===== config.mk =====
export PLATFORM = sky130hd
export DESIGN_NAME = apifr_regs
export DESIGN_NICKNAME = d
export VERILOG_FILES = /design/src/rtl/apifr_regs.v /design/src/rtl/apifr_sleep_tick.v
export VERILOG_INCLUDE_DIRS = /design/src /design/src/rtl
export SDC_FILE = /design/constraint.sdc
export NUM_CORES = 1
export LEC_CHECK = 0
export BUFFER_PORTS_ARGS = -buffer_cell sky130_fd_sc_hd__buf_2
export CORE_UTILIZATION = 40
export DETAILED_ROUTE_END_ITERATION = 10
export GPL_TIMING_DRIVEN = 0
export PLACE_DENSITY = 0.7
export SLEW_MARGIN = 15
export SYNTH_ARGS = -nofsm -noshare
export SYNTH_HDL_FRONTEND = slang
export SYNTH_SLANG_ARGS = --single-unit
export TNS_END_PERCENT = 100

===== constraint.sdc =====
create_clock -name clk_i -period 6.8 [get_ports clk_i]
set_input_delay 0.34 -clock clk_i [delete_from_list [all_inputs] [get_ports clk_i]]
set_output_delay 0.34 -clock clk_i [all_outputs]
set_load 0.05 [all_outputs]

===== src/rtl/apifr_defs.vh =====
`ifndef APIFR_DEFS_VH
`define APIFR_DEFS_VH

// ==========================================================
// Register offsets
`define APIFR_OFF_POWER 8'h2d
`define APIFR_OFF_IRQ_EN 8'h2e
`define APIFR_OFF_IRQ_ROUTE 8'h2f
`define APIFR_OFF_IRQ_FLAGS 8'h30
`define APIFR_OFF_FORMAT 8'h31
`define APIFR_OFF_X_LOW 8'h32
`define APIFR_OFF_X_HIGH 8'h33
`define APIFR_OFF_Y_LOW 8'h34
`define APIFR_OFF_Y_HIGH 8'h35
`define APIFR_OFF_Z_LOW 8'h36
`define APIFR_OFF_Z_HIGH 8'h37
`define APIFR_OFF_QUEUE 8'h38

// ==========================================================
// Reset values
`define APIFR_RST_POWER 8'h00
`define APIFR_RST_IRQ_EN 8'h00
`define APIFR_RST_IRQ_ROUTE 8'h00
`define APIFR_RST_FORMAT 8'h00
`define APIFR_RST_QUEUE 8'h00

// ==========================================================
// Power state control fields
`define APIFR_PWR_LINK 5
`define APIFR_PWR_AUTO_SLEEP 4
`define APIFR_PWR_MEASURE 3
`define APIFR_PWR_SLEEP 2
`define APIFR_PWR_RATE_HI 1
`define APIFR_PWR_RATE_LO 0

// ==========================================================
// Event bit positions, shared by enable, route and flags
`define APIFR_EV_DATA_READY 7
`define APIFR_EV_SINGLE_TAP 6
`define APIFR_EV_DOUBLE_TAP 5
`define APIFR_EV_ACTIVITY 4
`define APIFR_EV_INACTIVITY 3
`define APIFR_EV_FREE_FALL 2
`define APIFR_EV_WATERMARK 1
`define APIFR_EV_OVERRUN 0

// ==========================================================
// Output format fields
`define APIFR_FMT_SELF_TEST 7
`define APIFR_FMT_THREE_WIRE 6
`define APIFR_FMT_IRQ_INVERT 5
`define APIFR_FMT_WIDE_RES 3
`define APIFR_FMT_JUSTIFY 2
`define APIFR_FMT_RANGE_HI 1
`define APIFR_FMT_RANGE_LO 0

// ==========================================================
// Queue control fields
`define APIFR_Q_MODE_HI 7
`define APIFR_Q_MODE_LO 6
`define APIFR_Q_TRIG_PIN 5
`define APIFR_Q_SAMPLES_HI 4
`define APIFR_Q_SAMPLES_LO 0

// ==========================================================
// Timing: core clock and base sleep reading rate of code 00, the fastest
`define APIFR_CLK_HZ 20000000
`define APIFR_SLEEP_BASE_HZ 8

`endif


===== src/rtl/apifr_regs.v =====
// What this block does
// RULE1: With link and auto-sleep set, inactivity puts the device asleep; otherwise never automatic.
// RULE2: Host should go to standby before returning to measurement after clearing sleep bits.
// RULE3: Measure bit 0 is standby, 1 is measurement; reset leaves standby.
// RULE4: Asleep suppresses data-ready, stops queue writes, samples at the sleep rate.
// RULE5: Asleep keeps only activity detection running; other detectors stay off.
// RULE6: Sleep rate code 00..11 gives 8, 4, 2, 1 readings per second.
// RULE7: Each enable bit at 1 passes its event to an interrupt pin; 0 blocks.
// RULE8: Enables for data-ready, watermark, overrun gate only the pin, never the flag.
// RULE9: Host should configure each interrupt function before enabling it.
// RULE10: Route bit 0 steers an event to pin A, 1 to pin B.
// RULE11: Each pin is the OR of enabled events routed to it.
// RULE12: Flags show 1 for occurred events; data flags set regardless of enables.
// RULE13: Data-ready, watermark, overrun clear only through axis data reads, maybe several.
// RULE14: Other flags, orientation included, clear when the flag register is read.
// RULE15: Self-test bit 1 applies the test force; 0 removes it.
// RULE16: Wire-mode bit 1 selects 3-wire serial, 0 selects 4-wire.
// RULE17: Polarity bit 0 makes both pins active high, 1 active low.
// RULE18: Wide resolution keeps 4 mg/LSB growing width; otherwise 10-bit scaled by range.
// RULE19: Justify bit 1 left-justifies; 0 right-justifies with sign extension.
// RULE20: Range code 00..11 selects 2, 4, 8, 16 g full scale.
// RULE21: Six read-only bytes hold x, y, z low then high, twos complement.
// RULE22: Host should read all six axis bytes in one burst.
// RULE23: Queue mode field: bypass, fill-then-stop, keep latest, trigger capture.
// RULE24: With link, activity waits for inactivity, inactivity resumes after activity.
`timescale 1ns/100ps
`include "apifr_defs.vh"

module apifr_regs
#(
    parameter [24:0] SLEEP_BASE_CYC = `APIFR_CLK_HZ / `APIFR_SLEEP_BASE_HZ
)
(
    // Clock and reset
    input wire clk_i,
    input wire nrst_i,
    // Register port from the serial front end, same clock
    input wire [7:0] reg_addr_i,
    input wire [7:0] reg_wdata_i,
    input wire reg_wr_i,
    input wire reg_rd_i,
    output reg [7:0] reg_rdata_o,
    // Detector and queue events, one-cycle pulses
    input wire evt_data_ready_i,
    input wire evt_single_tap_i,
    input wire evt_double_tap_i,
    input wire evt_activity_i,
    input wire evt_inactivity_i,
    input wire evt_free_fall_i,
    input wire evt_watermark_i,
    input wire evt_overrun_i,
    input wire evt_orient_i,
    // Queue state levels and orientation selection
    input wire data_pending_i,
    input wire watermark_level_i,
    input wire orient_sel_i,
    // Raw sample, 13-bit signed at 4 mg/LSB
    input wire sample_valid_i,
    input wire [12:0] sample_x_i,
    input wire [12:0] sample_y_i,
    input wire [12:0] sample_z_i,
    // Power and detector control
    output reg measure_o,
    output reg asleep_o,
    output reg sleep_tick_o,
    output reg queue_write_en_o,
    output reg act_detect_en_o,
    output reg inact_detect_en_o,
    output reg other_detect_en_o,
    // Format and serial control
    output reg self_test_o,
    output reg three_wire_o,
    // Queue control
    output reg [1:0] queue_mode_o,
    output reg queue_trig_pin_o,
    output reg [4:0] queue_samples_o,
    // Interrupt pins
    output reg irq_pin_a_o,
    output reg irq_pin_b_o
);

// ==========================================================
// Registers
reg [7:0] power_state_ctl_reg;
reg [7:0] irq_enable_reg;
reg [7:0] irq_pin_route_reg;
reg [7:0] irq_event_flags_reg;
reg [7:0] irq_event_flags_next;
reg [7:0] output_format_ctl_reg;
reg [7:0] queue_control_reg;
reg [15:0] x_data_reg;
reg [15:0] y_data_reg;
reg [15:0] z_data_reg;
reg auto_asleep_reg;
reg wait_act_reg;
reg [7:0] rdata_next;

wire link;
wire auto_sleep;
wire measure;
wire asleep;
wire wr_power;
wire rd_flags;
wire rd_data;
wire [7:0] evt;
wire [7:0] clr;
wire [7:0] pin_a_hits;
wire [7:0] pin_b_hits;
wire sleep_tick;

assign link = power_state_ctl_reg[`APIFR_PWR_LINK];
assign auto_sleep = power_state_ctl_reg[`APIFR_PWR_AUTO_SLEEP];
assign measure = power_state_ctl_reg[`APIFR_PWR_MEASURE]; // RULE3
assign asleep = power_state_ctl_reg[`APIFR_PWR_SLEEP] | auto_asleep_reg;
assign wr_power = reg_wr_i && (reg_addr_i == `APIFR_OFF_POWER);
assign rd_flags = reg_rd_i && (reg_addr_i == `APIFR_OFF_IRQ_FLAGS);
assign rd_data = reg_rd_i && (reg_addr_i >= `APIFR_OFF_X_LOW) && (reg_addr_i <= `APIFR_OFF_Z_HIGH);

// ==========================================================
// Sample formatting
reg [15:0] fmt_x;
reg [15:0] fmt_y;
reg [15:0] fmt_z;

// Clip to the selected width, then place right or left; clipping avoids rollover
function [15:0] apifr_fmt;
    input [12:0] raw;
    input wide;
    input left;
    input [1:0] range;
    reg signed [12:0] v;
    reg signed [12:0] hi;
    reg signed [12:0] lo;
    reg [4:0] w;
    reg [15:0] ext;
    begin
        if (wide)
        begin
            w = 5'd10 + {3'b000, range}; // RULE18
            v = $signed(raw);
        end
        else
        begin
            w = 5'd10; // RULE18
            v = $signed(raw) >>> range; // RULE20
        end
        hi = $signed(13'h1fff >> (5'd14 - w));
        lo = ~hi;
        if (v > hi)
            v = hi;
        if (v < lo)
            v = lo;
        ext = {{3{v[12]}}, v};
        if (left)
            apifr_fmt = ext << (5'd16 - w); // RULE19
        else
            apifr_fmt = ext; // RULE19
    end
endfunction

always @*
begin
    fmt_x = apifr_fmt(sample_x_i, output_format_ctl_reg[`APIFR_FMT_WIDE_RES],
        output_format_ctl_reg[`APIFR_FMT_JUSTIFY],
        output_format_ctl_reg[`APIFR_FMT_RANGE_HI:`APIFR_FMT_RANGE_LO]);
    fmt_y = apifr_fmt(sample_y_i, output_format_ctl_reg[`APIFR_FMT_WIDE_RES],
        output_format_ctl_reg[`APIFR_FMT_JUSTIFY],
        output_format_ctl_reg[`APIFR_FMT_RANGE_HI:`APIFR_FMT_RANGE_LO]);
    fmt_z = apifr_fmt(sample_z_i, output_format_ctl_reg[`APIFR_FMT_WIDE_RES],
        output_format_ctl_reg[`APIFR_FMT_JUSTIFY],
        output_format_ctl_reg[`APIFR_FMT_RANGE_HI:`APIFR_FMT_RANGE_LO]);
end

// ==========================================================
// Event collection and flag clearing
// Bit 0 carries orientation instead of overrun while orientation is selected
assign evt[`APIFR_EV_DATA_READY] = evt_data_ready_i & ~asleep; // RULE4
assign evt[`APIFR_EV_SINGLE_TAP] = evt_single_tap_i;
assign evt[`APIFR_EV_DOUBLE_TAP] = evt_double_tap_i;
assign evt[`APIFR_EV_ACTIVITY] = evt_activity_i;
assign evt[`APIFR_EV_INACTIVITY] = evt_inactivity_i;
assign evt[`APIFR_EV_FREE_FALL] = evt_free_fall_i;
assign evt[`APIFR_EV_WATERMARK] = evt_watermark_i; // RULE12
assign evt[`APIFR_EV_OVERRUN] = orient_sel_i ? evt_orient_i : evt_overrun_i;

// Data-ready falls only once a data read leaves nothing pending, watermark once a data read leaves the watermark level low; overrun falls on any data read
assign clr[`APIFR_EV_DATA_READY] = rd_data & ~data_pending_i; // RULE13
assign clr[`APIFR_EV_WATERMARK] = rd_data & ~watermark_level_i; // RULE13
assign clr[`APIFR_EV_SINGLE_TAP] = rd_flags; // RULE14
assign clr[`APIFR_EV_DOUBLE_TAP] = rd_flags;
assign clr[`APIFR_EV_ACTIVITY] = rd_flags;
assign clr[`APIFR_EV_INACTIVITY] = rd_flags;
assign clr[`APIFR_EV_FREE_FALL] = rd_flags;
// Orientation also drops when the part goes to standby
assign clr[`APIFR_EV_OVERRUN] = orient_sel_i ? (rd_flags | ~measure) : rd_data; // RULE14

// Set wins over clear so an event in the read cycle is kept
always @*
begin
    irq_event_flags_next = (irq_event_flags_reg & ~clr) | evt; // RULE12
end

// ==========================================================
// Interrupt pin steering
assign pin_a_hits = irq_event_flags_reg & irq_enable_reg & ~irq_pin_route_reg; // RULE7 RULE10
assign pin_b_hits = irq_event_flags_reg & irq_enable_reg & irq_pin_route_reg; // RULE8 RULE10

// ==========================================================
// Register writes
always @(posedge clk_i or negedge nrst_i)
begin
    if (!nrst_i)
    begin
        power_state_ctl_reg <= `APIFR_RST_POWER; // RULE3
        irq_enable_reg <= `APIFR_RST_IRQ_EN;
        irq_pin_route_reg <= `APIFR_RST_IRQ_ROUTE;
        output_format_ctl_reg <= `APIFR_RST_FORMAT;
        queue_control_reg <= `APIFR_RST_QUEUE;
    end
    else if (reg_wr_i)
    begin
        case (reg_addr_i)
            `APIFR_OFF_POWER: power_state_ctl_reg <= {2'b00, reg_wdata_i[5:0]};
            `APIFR_OFF_IRQ_EN: irq_enable_reg <= reg_wdata_i;
            `APIFR_OFF_IRQ_ROUTE: irq_pin_route_reg <= reg_wdata_i;
            `APIFR_OFF_FORMAT: output_format_ctl_reg <= {reg_wdata_i[7:5], 1'b0, reg_wdata_i[3:0]};
            `APIFR_OFF_QUEUE: queue_control_reg <= reg_wdata_i;
            default: power_state_ctl_reg <= power_state_ctl_reg;
        endcase
    end
end

// ==========================================================
// Flags, sleep state and link sequencing
// A write to the power register drops automatic sleep so software regains control
always @(posedge clk_i or negedge nrst_i)
begin
    if (!nrst_i)
    begin
        irq_event_flags_reg <= 8'h00;
        auto_asleep_reg <= 1'b0;
        wait_act_reg <= 1'b0;
    end
    else
    begin
        irq_event_flags_reg <= irq_event_flags_next;
        if (wr_power || !measure || !link || !auto_sleep)
            auto_asleep_reg <= 1'b0; // RULE1
        else if (evt_activity_i)
            auto_asleep_reg <= 1'b0;
        else if (evt_inactivity_i)
            auto_asleep_reg <= 1'b1; // RULE1
        if (!link || !measure)
            wait_act_reg <= 1'b0;
        else if (evt_inactivity_i)
            wait_act_reg <= 1'b1; // RULE24
        else if (evt_activity_i)
            wait_act_reg <= 1'b0; // RULE24
    end
end

// ==========================================================
// Axis data snapshot
// All six bytes load together in one cycle, so no single load leaves them holding two samples
always @(posedge clk_i or negedge nrst_i)
begin
    if (!nrst_i)
    begin
        x_data_reg <= 16'h0000;
        y_data_reg <= 16'h0000;
        z_data_reg <= 16'h0000;
    end
    else if (sample_valid_i && measure)
    begin
        x_data_reg <= fmt_x; // RULE21
        y_data_reg <= fmt_y;
        z_data_reg <= fmt_z;
    end
end

// ==========================================================
// Read data mux
always @*
begin
    case (reg_addr_i)
        `APIFR_OFF_POWER: rdata_next = power_state_ctl_reg;
        `APIFR_OFF_IRQ_EN: rdata_next = irq_enable_reg;
        `APIFR_OFF_IRQ_ROUTE: rdata_next = irq_pin_route_reg;
        `APIFR_OFF_IRQ_FLAGS: rdata_next = irq_event_flags_reg;
        `APIFR_OFF_FORMAT: rdata_next = output_format_ctl_reg;
        `APIFR_OFF_X_LOW: rdata_next = x_data_reg[7:0]; // RULE21
        `APIFR_OFF_X_HIGH: rdata_next = x_data_reg[15:8];
        `APIFR_OFF_Y_LOW: rdata_next = y_data_reg[7:0];
        `APIFR_OFF_Y_HIGH: rdata_next = y_data_reg[15:8];
        `APIFR_OFF_Z_LOW: rdata_next = z_data_reg[7:0];
        `APIFR_OFF_Z_HIGH: rdata_next = z_data_reg[15:8];
        `APIFR_OFF_QUEUE: rdata_next = queue_control_reg;
        default: rdata_next = 8'h00;
    endcase
end

// Read data holds until the next read
always @(posedge clk_i or negedge nrst_i)
begin
    if (!nrst_i)
        reg_rdata_o <= 8'h00;
    else if (reg_rd_i)
        reg_rdata_o <= rdata_next;
end

// ==========================================================
// Sleep reading rate
apifr_sleep_tick
#(
    .BASE_CYC(SLEEP_BASE_CYC)
)
u_sleep_tick
(
    .clk_i(clk_i),
    .nrst_i(nrst_i),
    .run_i(measure & asleep),
    .rate_i(power_state_ctl_reg[`APIFR_PWR_RATE_HI:`APIFR_PWR_RATE_LO]),
    .tick_o(sleep_tick)
);

// ==========================================================
// Registered outputs
// One cycle behind the control registers; detectors tolerate that lag
always @(posedge clk_i or negedge nrst_i)
begin
    if (!nrst_i)
    begin
        measure_o <= 1'b0;
        asleep_o <= 1'b0;
        sleep_tick_o <= 1'b0;
        queue_write_en_o <= 1'b0;
        act_detect_en_o <= 1'b0;
        inact_detect_en_o <= 1'b0;
        other_detect_en_o <= 1'b0;
        self_test_o <= 1'b0;
        three_wire_o <= 1'b0;
        queue_mode_o <= 2'b00;
        queue_trig_pin_o <= 1'b0;
        queue_samples_o <= 5'h00;
        irq_pin_a_o <= 1'b0;
        irq_pin_b_o <= 1'b0;
    end
    else
    begin
        measure_o <= measure; // RULE3
        asleep_o <= asleep;
        sleep_tick_o <= sleep_tick; // RULE4
        queue_write_en_o <= measure & ~asleep; // RULE4
        act_detect_en_o <= measure & (~link | wait_act_reg); // RULE5 RULE24
        inact_detect_en_o <= measure & ~asleep & (~link | ~wait_act_reg); // RULE5 RULE24
        other_detect_en_o <= measure & ~asleep; // RULE5
        self_test_o <= output_format_ctl_reg[`APIFR_FMT_SELF_TEST]; // RULE15
        three_wire_o <= output_format_ctl_reg[`APIFR_FMT_THREE_WIRE]; // RULE16
        queue_mode_o <= queue_control_reg[`APIFR_Q_MODE_HI:`APIFR_Q_MODE_LO]; // RULE23
        queue_trig_pin_o <= queue_control_reg[`APIFR_Q_TRIG_PIN];
        queue_samples_o <= queue_control_reg[`APIFR_Q_SAMPLES_HI:`APIFR_Q_SAMPLES_LO];
        irq_pin_a_o <= (|pin_a_hits) ^ output_format_ctl_reg[`APIFR_FMT_IRQ_INVERT]; // RULE11 RULE17
        irq_pin_b_o <= (|pin_b_hits) ^ output_format_ctl_reg[`APIFR_FMT_IRQ_INVERT]; // RULE11 RULE17
    end
end

endmodule // apifr_regs


===== src/rtl/apifr_sleep_tick.v =====
`timescale 1ns/100ps
`include "apifr_defs.vh"

module apifr_sleep_tick
#(
    parameter [24:0] BASE_CYC = `APIFR_CLK_HZ / `APIFR_SLEEP_BASE_HZ
)
(
    // Clock and reset
    input wire clk_i,
    input wire nrst_i,
    // Control
    input wire run_i,
    input wire [1:0] rate_i,
    // Reading strobe
    output reg tick_o
);

// ==========================================================
// Period doubles per rate code: 8, 4, 2, 1 readings per second
wire [24:0] limit;
reg [24:0] cnt_reg;

assign limit = (BASE_CYC << rate_i) - 25'h0000001; // RULE6

// Counter restarts whenever sleep is left so the first reading is a full period away
always @(posedge clk_i or negedge nrst_i)
begin
    if (!nrst_i)
    begin
        cnt_reg <= 25'h0000000;
        tick_o <= 1'b0;
    end
    else if (!run_i)
    begin
        cnt_reg <= 25'h0000000;
        tick_o <= 1'b0;
    end
    else if (cnt_reg >= limit)
    begin
        cnt_reg <= 25'h0000000;
        tick_o <= 1'b1; // RULE6
    end
    else
    begin
        cnt_reg <= cnt_reg + 25'h0000001;
        tick_o <= 1'b0;
    end
end

endmodule // apifr_sleep_tick


==> impl_results.md, run 1 <==
* Largest fanout on the critical path at 10
* Cell Pwr Density at 276 mW/mm2
* Distinct cells, synth at 103
* Seq/Total Area, Yosys at 27.9%
* Total GRT Usage at 30.1%
* Final Power at 0.00471 W
* Worst min path class: input port to register
* Number of synthesized flops with an enable pin at 0
* Post-synthesis xor/xnor area fraction at under 10%
* Async S/R FF share, synth at 100%
* Worst setup EP type: register
* Max Cap Viol at 0
* I/O pin cnt at 99
* Commonest cells post-synth: nand2_1 (151), dfrtp_1 (147), nor2_1 (143)
* Cell with the most instances after synthesis: nand2_1
* Worst Skew at 15.2 ps
* Iter 0 DRT Violations at approximately 1700
* Hold Vio Cnt, Final at 0
* Yosys top cell by area: dfrtp_1
* Largest net degree at the start of global routing at 96
* Area grow syn2layout at 29.1%
* Met2 WL at roughly 24 mm
* Clk_lat worst skew at around 430 ps
* Vias per inst at 6.49
* Drt drc at 0
* WL/cell at 23.6 um
* Crit start category: register
* # clock sinks at 147
* Synth Area in Adders at approximately 9.7%
* Final setup vio count at 0
* Grt ovf at 0
* Pleak at 7.28 nW
* Most used cell along the critical path: ha_4
* Share of layout cells above drive strength 1 at 29.7%
* Compound-cell area share of the yosys netlist at 24.1%
* Synth Area per Inst at 8.51 um2
* Post-synthesis simple-gate area fraction at between 15 and 20%
* Die area at about 0.034 mm2
* Gpl congestion at 1.00
* Drt total wl at 52.2 mm
* Worst setup path category: register to register
* Via count at about 14000
* Synth Warn # at 0
* Slew Viols, Final at 0
* Fin crit share at 99.4%
* Syn Nets at 1726
* Post-Syn Instances at 1552
* Slowest stage delay, CP at 480 ps
* CTS tree: done
* Root Driver: clkbuf_16
* H-tree Lvls at 4
* Max Used Layer: met4
* Rel. slew slack at 38.1%
* Clock buffer depth at 2
* Core Region at about 0.033 mm2
* Met3 Wirelength at roughly 5 mm
* Worst slew pin tran at 920 ps
* Hpwl dp at 38.1 mm
* Peak VDD IR at roughly 0.00018 V
* Port-buffer cells at 96
* Total CTS buffers at 17
* Initial core utilization at 40.6%
* N_diodes at 0
* Number of flip-flops in the largest register at 25
* Die Wd at 184 um
* Critical path required time at between 7000 and 8000 ps
* Core Rows at 66
* Post-synthesis mux area share at between 10% and 20%
* Mapped Area at 0.0132 mm2
* Routed Antenna Nets at 0
* Outcome: finished clean
* Critical path arrival at 7070 ps
* First-pass DRT Iterations at 6
* Combinational family with the most area after synthesis: compound AO/OA/AOI/OAI gates
* Highest achievable clock rate at roughly 150 MHz
* Met1 Routed Length at between 20 and 25 mm
* Layout Nets at around 1900
* Layout Utilization at 52.4%
* Vias in the first global route at 13400
* Top cells by area, synth: dfrtp_1 (28%), ha_1 (9.7%), mux2_2 (6.1%)
* Slowest cell on the critical path: dfrtp_1
* First-pass GRT wire length at 77.6 mm
* Crit path time final at ~6800 ps
* Area share of the leading cell type in the synthesized netlist at 27.9%
* Die height at 184 um
* Initial antenna violation count at 0
* Number of synthesized register bits at about 150
* Clock Pin Slew Worst Setup and Hold Paths at roughly 70 ps
* Final setup TNS at 0 ps
* Most used flip-flop cell after synthesis: dfrtp_1
-- where the power goes --
| part | switching [W] | internal, W | leakage, nW |
|---|---|---|---|
| clock | 0.000419 | 0.000520 | 0.281 |
| sequential | 0.000119 | 0.000995 | 1.93 |
| combinational | 0.00155 | 0.00111 | 5.06 |
-- routing by layer --
layer	up-vias	track usage, %
met4	0	13.8
met1	6971	39.8
met3	212	5.15
met5	-	0
li1	6190	-
met2	957	47.6
-- cells by family (layout without fill, tap and decap cells) --
kind of cell | count (synthesis) | in the layout
AOI/OAI and AO/OA | 467 | 467
xor gates and xnor gates | 28 | 28
adders and majority gates | 102 | 102
buffers and inverters | 177 | 389
DFF | 147 | 147
muxes | 160 | 160
and+or+nand+nor | 471 | 472
-- final timing paths --
path / slack, ps / from / cells after the start / endpoint
setup / recovery: 40 / output_format_ctl_reg[3]$_DFFE_PN0P_ / 30 / y_data_reg[13]$_DFFE_PN0P_
hold / removal: 90 / evt_free_fall_i / 2 / irq_event_flags_reg[2]$_DFF_PN0_
setup reg to reg: 40 / output_format_ctl_reg[3]$_DFFE_PN0P_ / 30 / y_data_reg[13]$_DFFE_PN0P_
hold reg to reg: 370 / u_sleep_tick.tick_o$_DFF_PN0_ / 0 / sleep_tick_o$_DFF_PN0_
max in group asynchronous: 5540 / nrst_i / 3 / output_format_ctl_reg[0]$_DFFE_PN0P_
min in group asynchronous: 420 / nrst_i / 2 / irq_enable_reg[2]$_DFFE_PN0P_
-- cells in the final DEF (no fill, tap or decap), drive strengths merged, types with 8 or more instances in the layout --
master / instances
o211ai: 13
a221oi: 19
nand4: 21
nand3: 51
a21oi: 107
a22o: 9
nor2b: 10
nand2: 151
nor2: 145
xnor2: 10
clkinv: 8
xor2: 18
nor3: 20
o22ai: 27
and3: 13
nand2b: 12
inv: 83
o21ai: 104
mux2: 75
ha: 102
o31ai: 16
mux2i: 73
mux4: 12
a22oi: 19
a211oi: 20
a31oi: 14
and2: 11
a21o: 24
dfrtp: 147
o21a: 11
clkbuf: 72
buf: 220
-- repair_timing --
| action | CTS | global route |
|---|---|---|
| buffers inserted | 52 | 34 |
| cloned | 2 | 1 |
| endpoints found under the hold margin | 52 | 0 |
| hold buffers | 1 | 0 |
| endpoints found under the setup margin | 48 | 48 |
| resized for setup | 184 | 104 |
| pin swaps | 35 | 40 |
-- through the flow --
stage	hold WS, ps	instance area (um2)	cells	worst slack [ps]
after floorplan	44.4	13300	1552	11.7
after global placement	336	14300	2090	-2390
after detailed placement	290	14400	2091	-2340
after CTS	74.8	16300	2174	4.03
after global routing	74.5	17100	2207	-81.3
final	88.3	17100	2207	38.0
-- critical path, delay by kind of cell, from the launching register on --
kind | cells | cell delay, ps
DFF | 1 | 480
buffers and inverters | 9 | 1510
adders and majority gates | 4 | 920
muxes | 2 | 500
and+or+nand+nor | 8 | 1810
AOI/OAI and AO/OA | 7 | 1400
-- layout make-up --
| type | count | area (um2) |
|---|---|---|
| fill | 2970 | 15500 |
| multi-input combinational | 1229 | 9990 |
| sequential | 147 | 3680 |
| timing repair buffer | 186 | 1290 |
| buffer | 91 | 652 |
| tap | 442 | 553 |
| clock buffer | 17 | 425 |
| inverter | 80 | 304 |
| clock inverter | 15 | 165 |
Power figures use the tool's default switching activity.
==> run 2, diff against run 1 <==
--- a/config.mk
+++ b/config.mk
@@ -10,6 +10,7 @@
 export CORE_UTILIZATION = 40
 export DETAILED_ROUTE_END_ITERATION = 10
 export GPL_TIMING_DRIVEN = 0
+export HOLD_SLACK_MARGIN = 0.1
 export PLACE_DENSITY = 0.7
 export SLEW_MARGIN = 15
 export SYNTH_ARGS = -nofsm -noshare
==> constraint.sdc (replaced) <==
create_clock -name clk_i -period 6.8 [get_ports clk_i]
set_input_delay 1.36 -clock clk_i [delete_from_list [all_inputs] [get_ports clk_i]]
set_output_delay 1.36 -clock clk_i [all_outputs]
set_load 0.05 [all_outputs]
==> run 2 against run 1 <==
Net effect: clock-buffer cell count stayed put; combinational power hardly changed; highest routed layer unchanged; largest power group unchanged; register-to-register slack gained 20 ps.
==> impl_results.md, run 2 (same netlist as run 1, synthesis figures left out) <==
* Max Used Layer: met4
* Final setup vio count at 0 (unchanged)
* Root Driver: clkbuf_16
* Core Region at 0.0325 mm2 (unchanged)
* Cell Pwr Density at 276 mW/mm2 (about the same)
* Area grow syn2layout at 29.0% (about the same)
* Vias in the first global route at 13400 (unchanged)
* Number of flip-flops in the largest register at 25 (unchanged)
* R2R Setup Slk at 60 ps (+20 ps)
* Crit path time final at 6740 ps (-19.5 ps)
* Grt ovf at 0 (unchanged)
* Most frequent cells in the layout: nand2_1 (147), dfrtp_1 (146), nor2_1 (137)
* Highest achievable clock rate at 148 MHz (+0.29%)
* Post-route cell area at 0.0170 mm2 (about the same)
* I/O pin cnt at 99 (unchanged)
* Layout Nets at 1925 (-0.052%)
* Slowest stage delay, CP at 420 ps (-60 ps)
* Worst setup path category: register to register
* Die area at 0.0337 mm2 (unchanged)
* Largest net degree at the start of global routing at 96 (unchanged)
* Port-buffer cells at 96 (unchanged)
* Hold endpoint: sleep_tick_o$_DFF_PN0_
* Slowest cell on the critical path: dfrtp_2
* Gpl congestion at 1.00 (unchanged)
* Crit start category: register
* Worst setup EP type: register
* Pleak at 7.28 nW (about the same)
* Initial antenna violation count at 0 (unchanged)
* PnR worst setup slack at 57.5 ps (+19.5 ps)
* HP Start: u_sleep_tick.tick_o$_DFF_PN0_
* Die Wd at 184 um (unchanged)
* Clock buffer depth at 2 (unchanged)
* Clock Pin Slew Worst Setup and Hold Paths at 70 ps (about the same)
* Total GRT Usage at 30.1% (unchanged)
* Via count at 14100 (-1.5%)
* Routed Antenna Nets at 0 (unchanged)
* Critical path arrival at 7060 ps (about the same)
* Outcome: finished clean
* Placed Area at 0.0144 mm2 (unchanged)
* Final Power at 0.00471 W (about the same)
* Initial core utilization at 40.6% (unchanged)
* WL/cell at 23.6 um (-0.35%)
* Family with the most delay on the worst path: buffers and inverters
* Most common cell after layout, fill and taps aside: nand2_1
* Clk_lat worst skew at 430 ps (about the same)
* CP Buf/Inv Count at 12 (+3)
* Critical path required time at 7110 ps (about the same)
* Met2 WL at 23.4 mm (-0.62%)
* Final hold slack at 365 ps (+277 ps)
* Slew Viols, Final at 0 (unchanged)
* Max Cap Viol at 0 (unchanged)
* Hold Vio Cnt, Final at 0 (unchanged)
* WHS Path Cells at 0 (-2)
* Cells on worst reg2reg path at 31 (+3.3%)
* CTS Hold Bufs at 0 (-1)
* # clock sinks at 147 (unchanged)
* Share of layout cells above drive strength 1 at 29.8% (about the same)
* Hpwl dp at 38.1 mm (unchanged)
* Worst min path class: register to register
* Total CTS buffers at 17 (unchanged)
* Met3 Wirelength at 4.75 mm (-4.9%)
* First-pass GRT wire length at 77.6 mm (unchanged)
* Largest fanout on the critical path at 10 (unchanged)
* H-tree Lvls at 4 (unchanged)
* Worst slew pin tran at 914 ps (-6.76 ps)
* Fin crit share at 99.2% (-0.29 points)
* First-pass DRT Iterations at 6 (unchanged)
* Critical R2R Capture: y_data_reg[13]$_DFFE_PN0P_
* Vias per inst at 6.40 (-1.5%)
* Die height at 184 um (unchanged)
* Dpl ws at -2340 ps (unchanged)
* CTS tree: done
* Worst Skew at 16.8 ps (+1.68 ps)
* FF-to-FF Start: output_format_ctl_reg[0]$_DFFE_PN0P_
* Peak VDD IR at 0.000180 V (+0.25%)
* Iter 0 DRT Violations at 1929 (+12%)
* Met1 Routed Length at 21.2 mm (+0.93%)
* Drt total wl at 52.0 mm (-0.39%)
* Rel. slew slack at 38.6% (+0.45 points)
* Core Rows at 66 (unchanged)
* N_diodes at 0 (unchanged)
* Drt drc at 0 (unchanged)
run 2: changes by cell type in the layout (fill, tap and decap cells not counted), sizes merged:
cell	before	now
dlygate4sd3	1	0
run 2: how the worst max path moves through the flow:
stage,startpoint,endpoint,slack [ps],cells after the start
final,output_format_ctl_reg[0]$_DFFE_PN0P_,y_data_reg[13]$_DFFE_PN0P_,60,31
after global routing,output_format_ctl_reg[0]$_DFFE_PN0P_,x_data_reg[4]$_DFFE_PN0P_,-80,29
after CTS,output_format_ctl_reg[0]$_DFFE_PN0P_,z_data_reg[14]$_DFFE_PN0P_,4,30
after detailed placement,output_format_ctl_reg[3]$_DFFE_PN0P_,y_data_reg[13]$_DFFE_PN0P_,-2340,32
after global placement,output_format_ctl_reg[3]$_DFFE_PN0P_,y_data_reg[13]$_DFFE_PN0P_,-2390,32
after floorplan,output_format_ctl_reg[0]$_DFFE_PN0P_,y_data_reg[13]$_DFFE_PN0P_,10,33
run 2: cell type report:
| type | count | area (um2) |
|---|---|---|
| Fill cell | 2970 | 15500 |
| Multi-Input combinational cell | 1229 | 9990 |
| Sequential cell | 147 | 3680 |
| Timing Repair Buffer | 185 | 1280 |
| Buffer | 91 | 652 |
| Tap cell | 442 | 553 |
| Clock buffer | 17 | 425 |
| Inverter | 80 | 304 |
| Clock inverter | 15 | 165 |
run 2: what timing repair did:
item,CTS,global route
setup endpoints to repair,48,48
gates cloned,2,1
pin swaps,35,40
resized for setup,184,104
setup buffers,52,34
run 2: report_power, final:
part	internal (W)	leakage (nW)	switching [W]
registers	0.000995	1.93	0.000119
logic	0.00111	5.06	0.00154
clock network	0.000520	0.281	0.000421
run 2: per-stage QoR:
| step | setup TNS [ps] | utilization, % | instances |
|---|---|---|---|
| floorplan | 0 | - | 1552 |
| global placement | -94280 | 44.0 | 2090 |
| detailed placement | -92760 | 44.1 | 2091 |
| CTS | 0 | 50.0 | 2173 |
| global route | -526 | 52.4 | 2206 |
| finish | 0 | 52.4 | 2206 |
run 2: worst register-to-register path, delay by kind of cell (launching register included):
kind | cells | cell delay, ps
buffers and inverters | 12 | 1830
AOI/OAI and AO/OA | 7 | 1620
and+or+nand+nor | 6 | 1270
adders and majority gates | 4 | 890
muxes | 2 | 610
DFF | 1 | 420
run 2: layer usage:
layer | up-vias | global-route usage [%]
li1 | 6176 | -
met4 | 0 | 13.8
met5 | - | 0
met1 | 6862 | 39.8
met2 | 873 | 47.6
met3 | 203 | 5.15
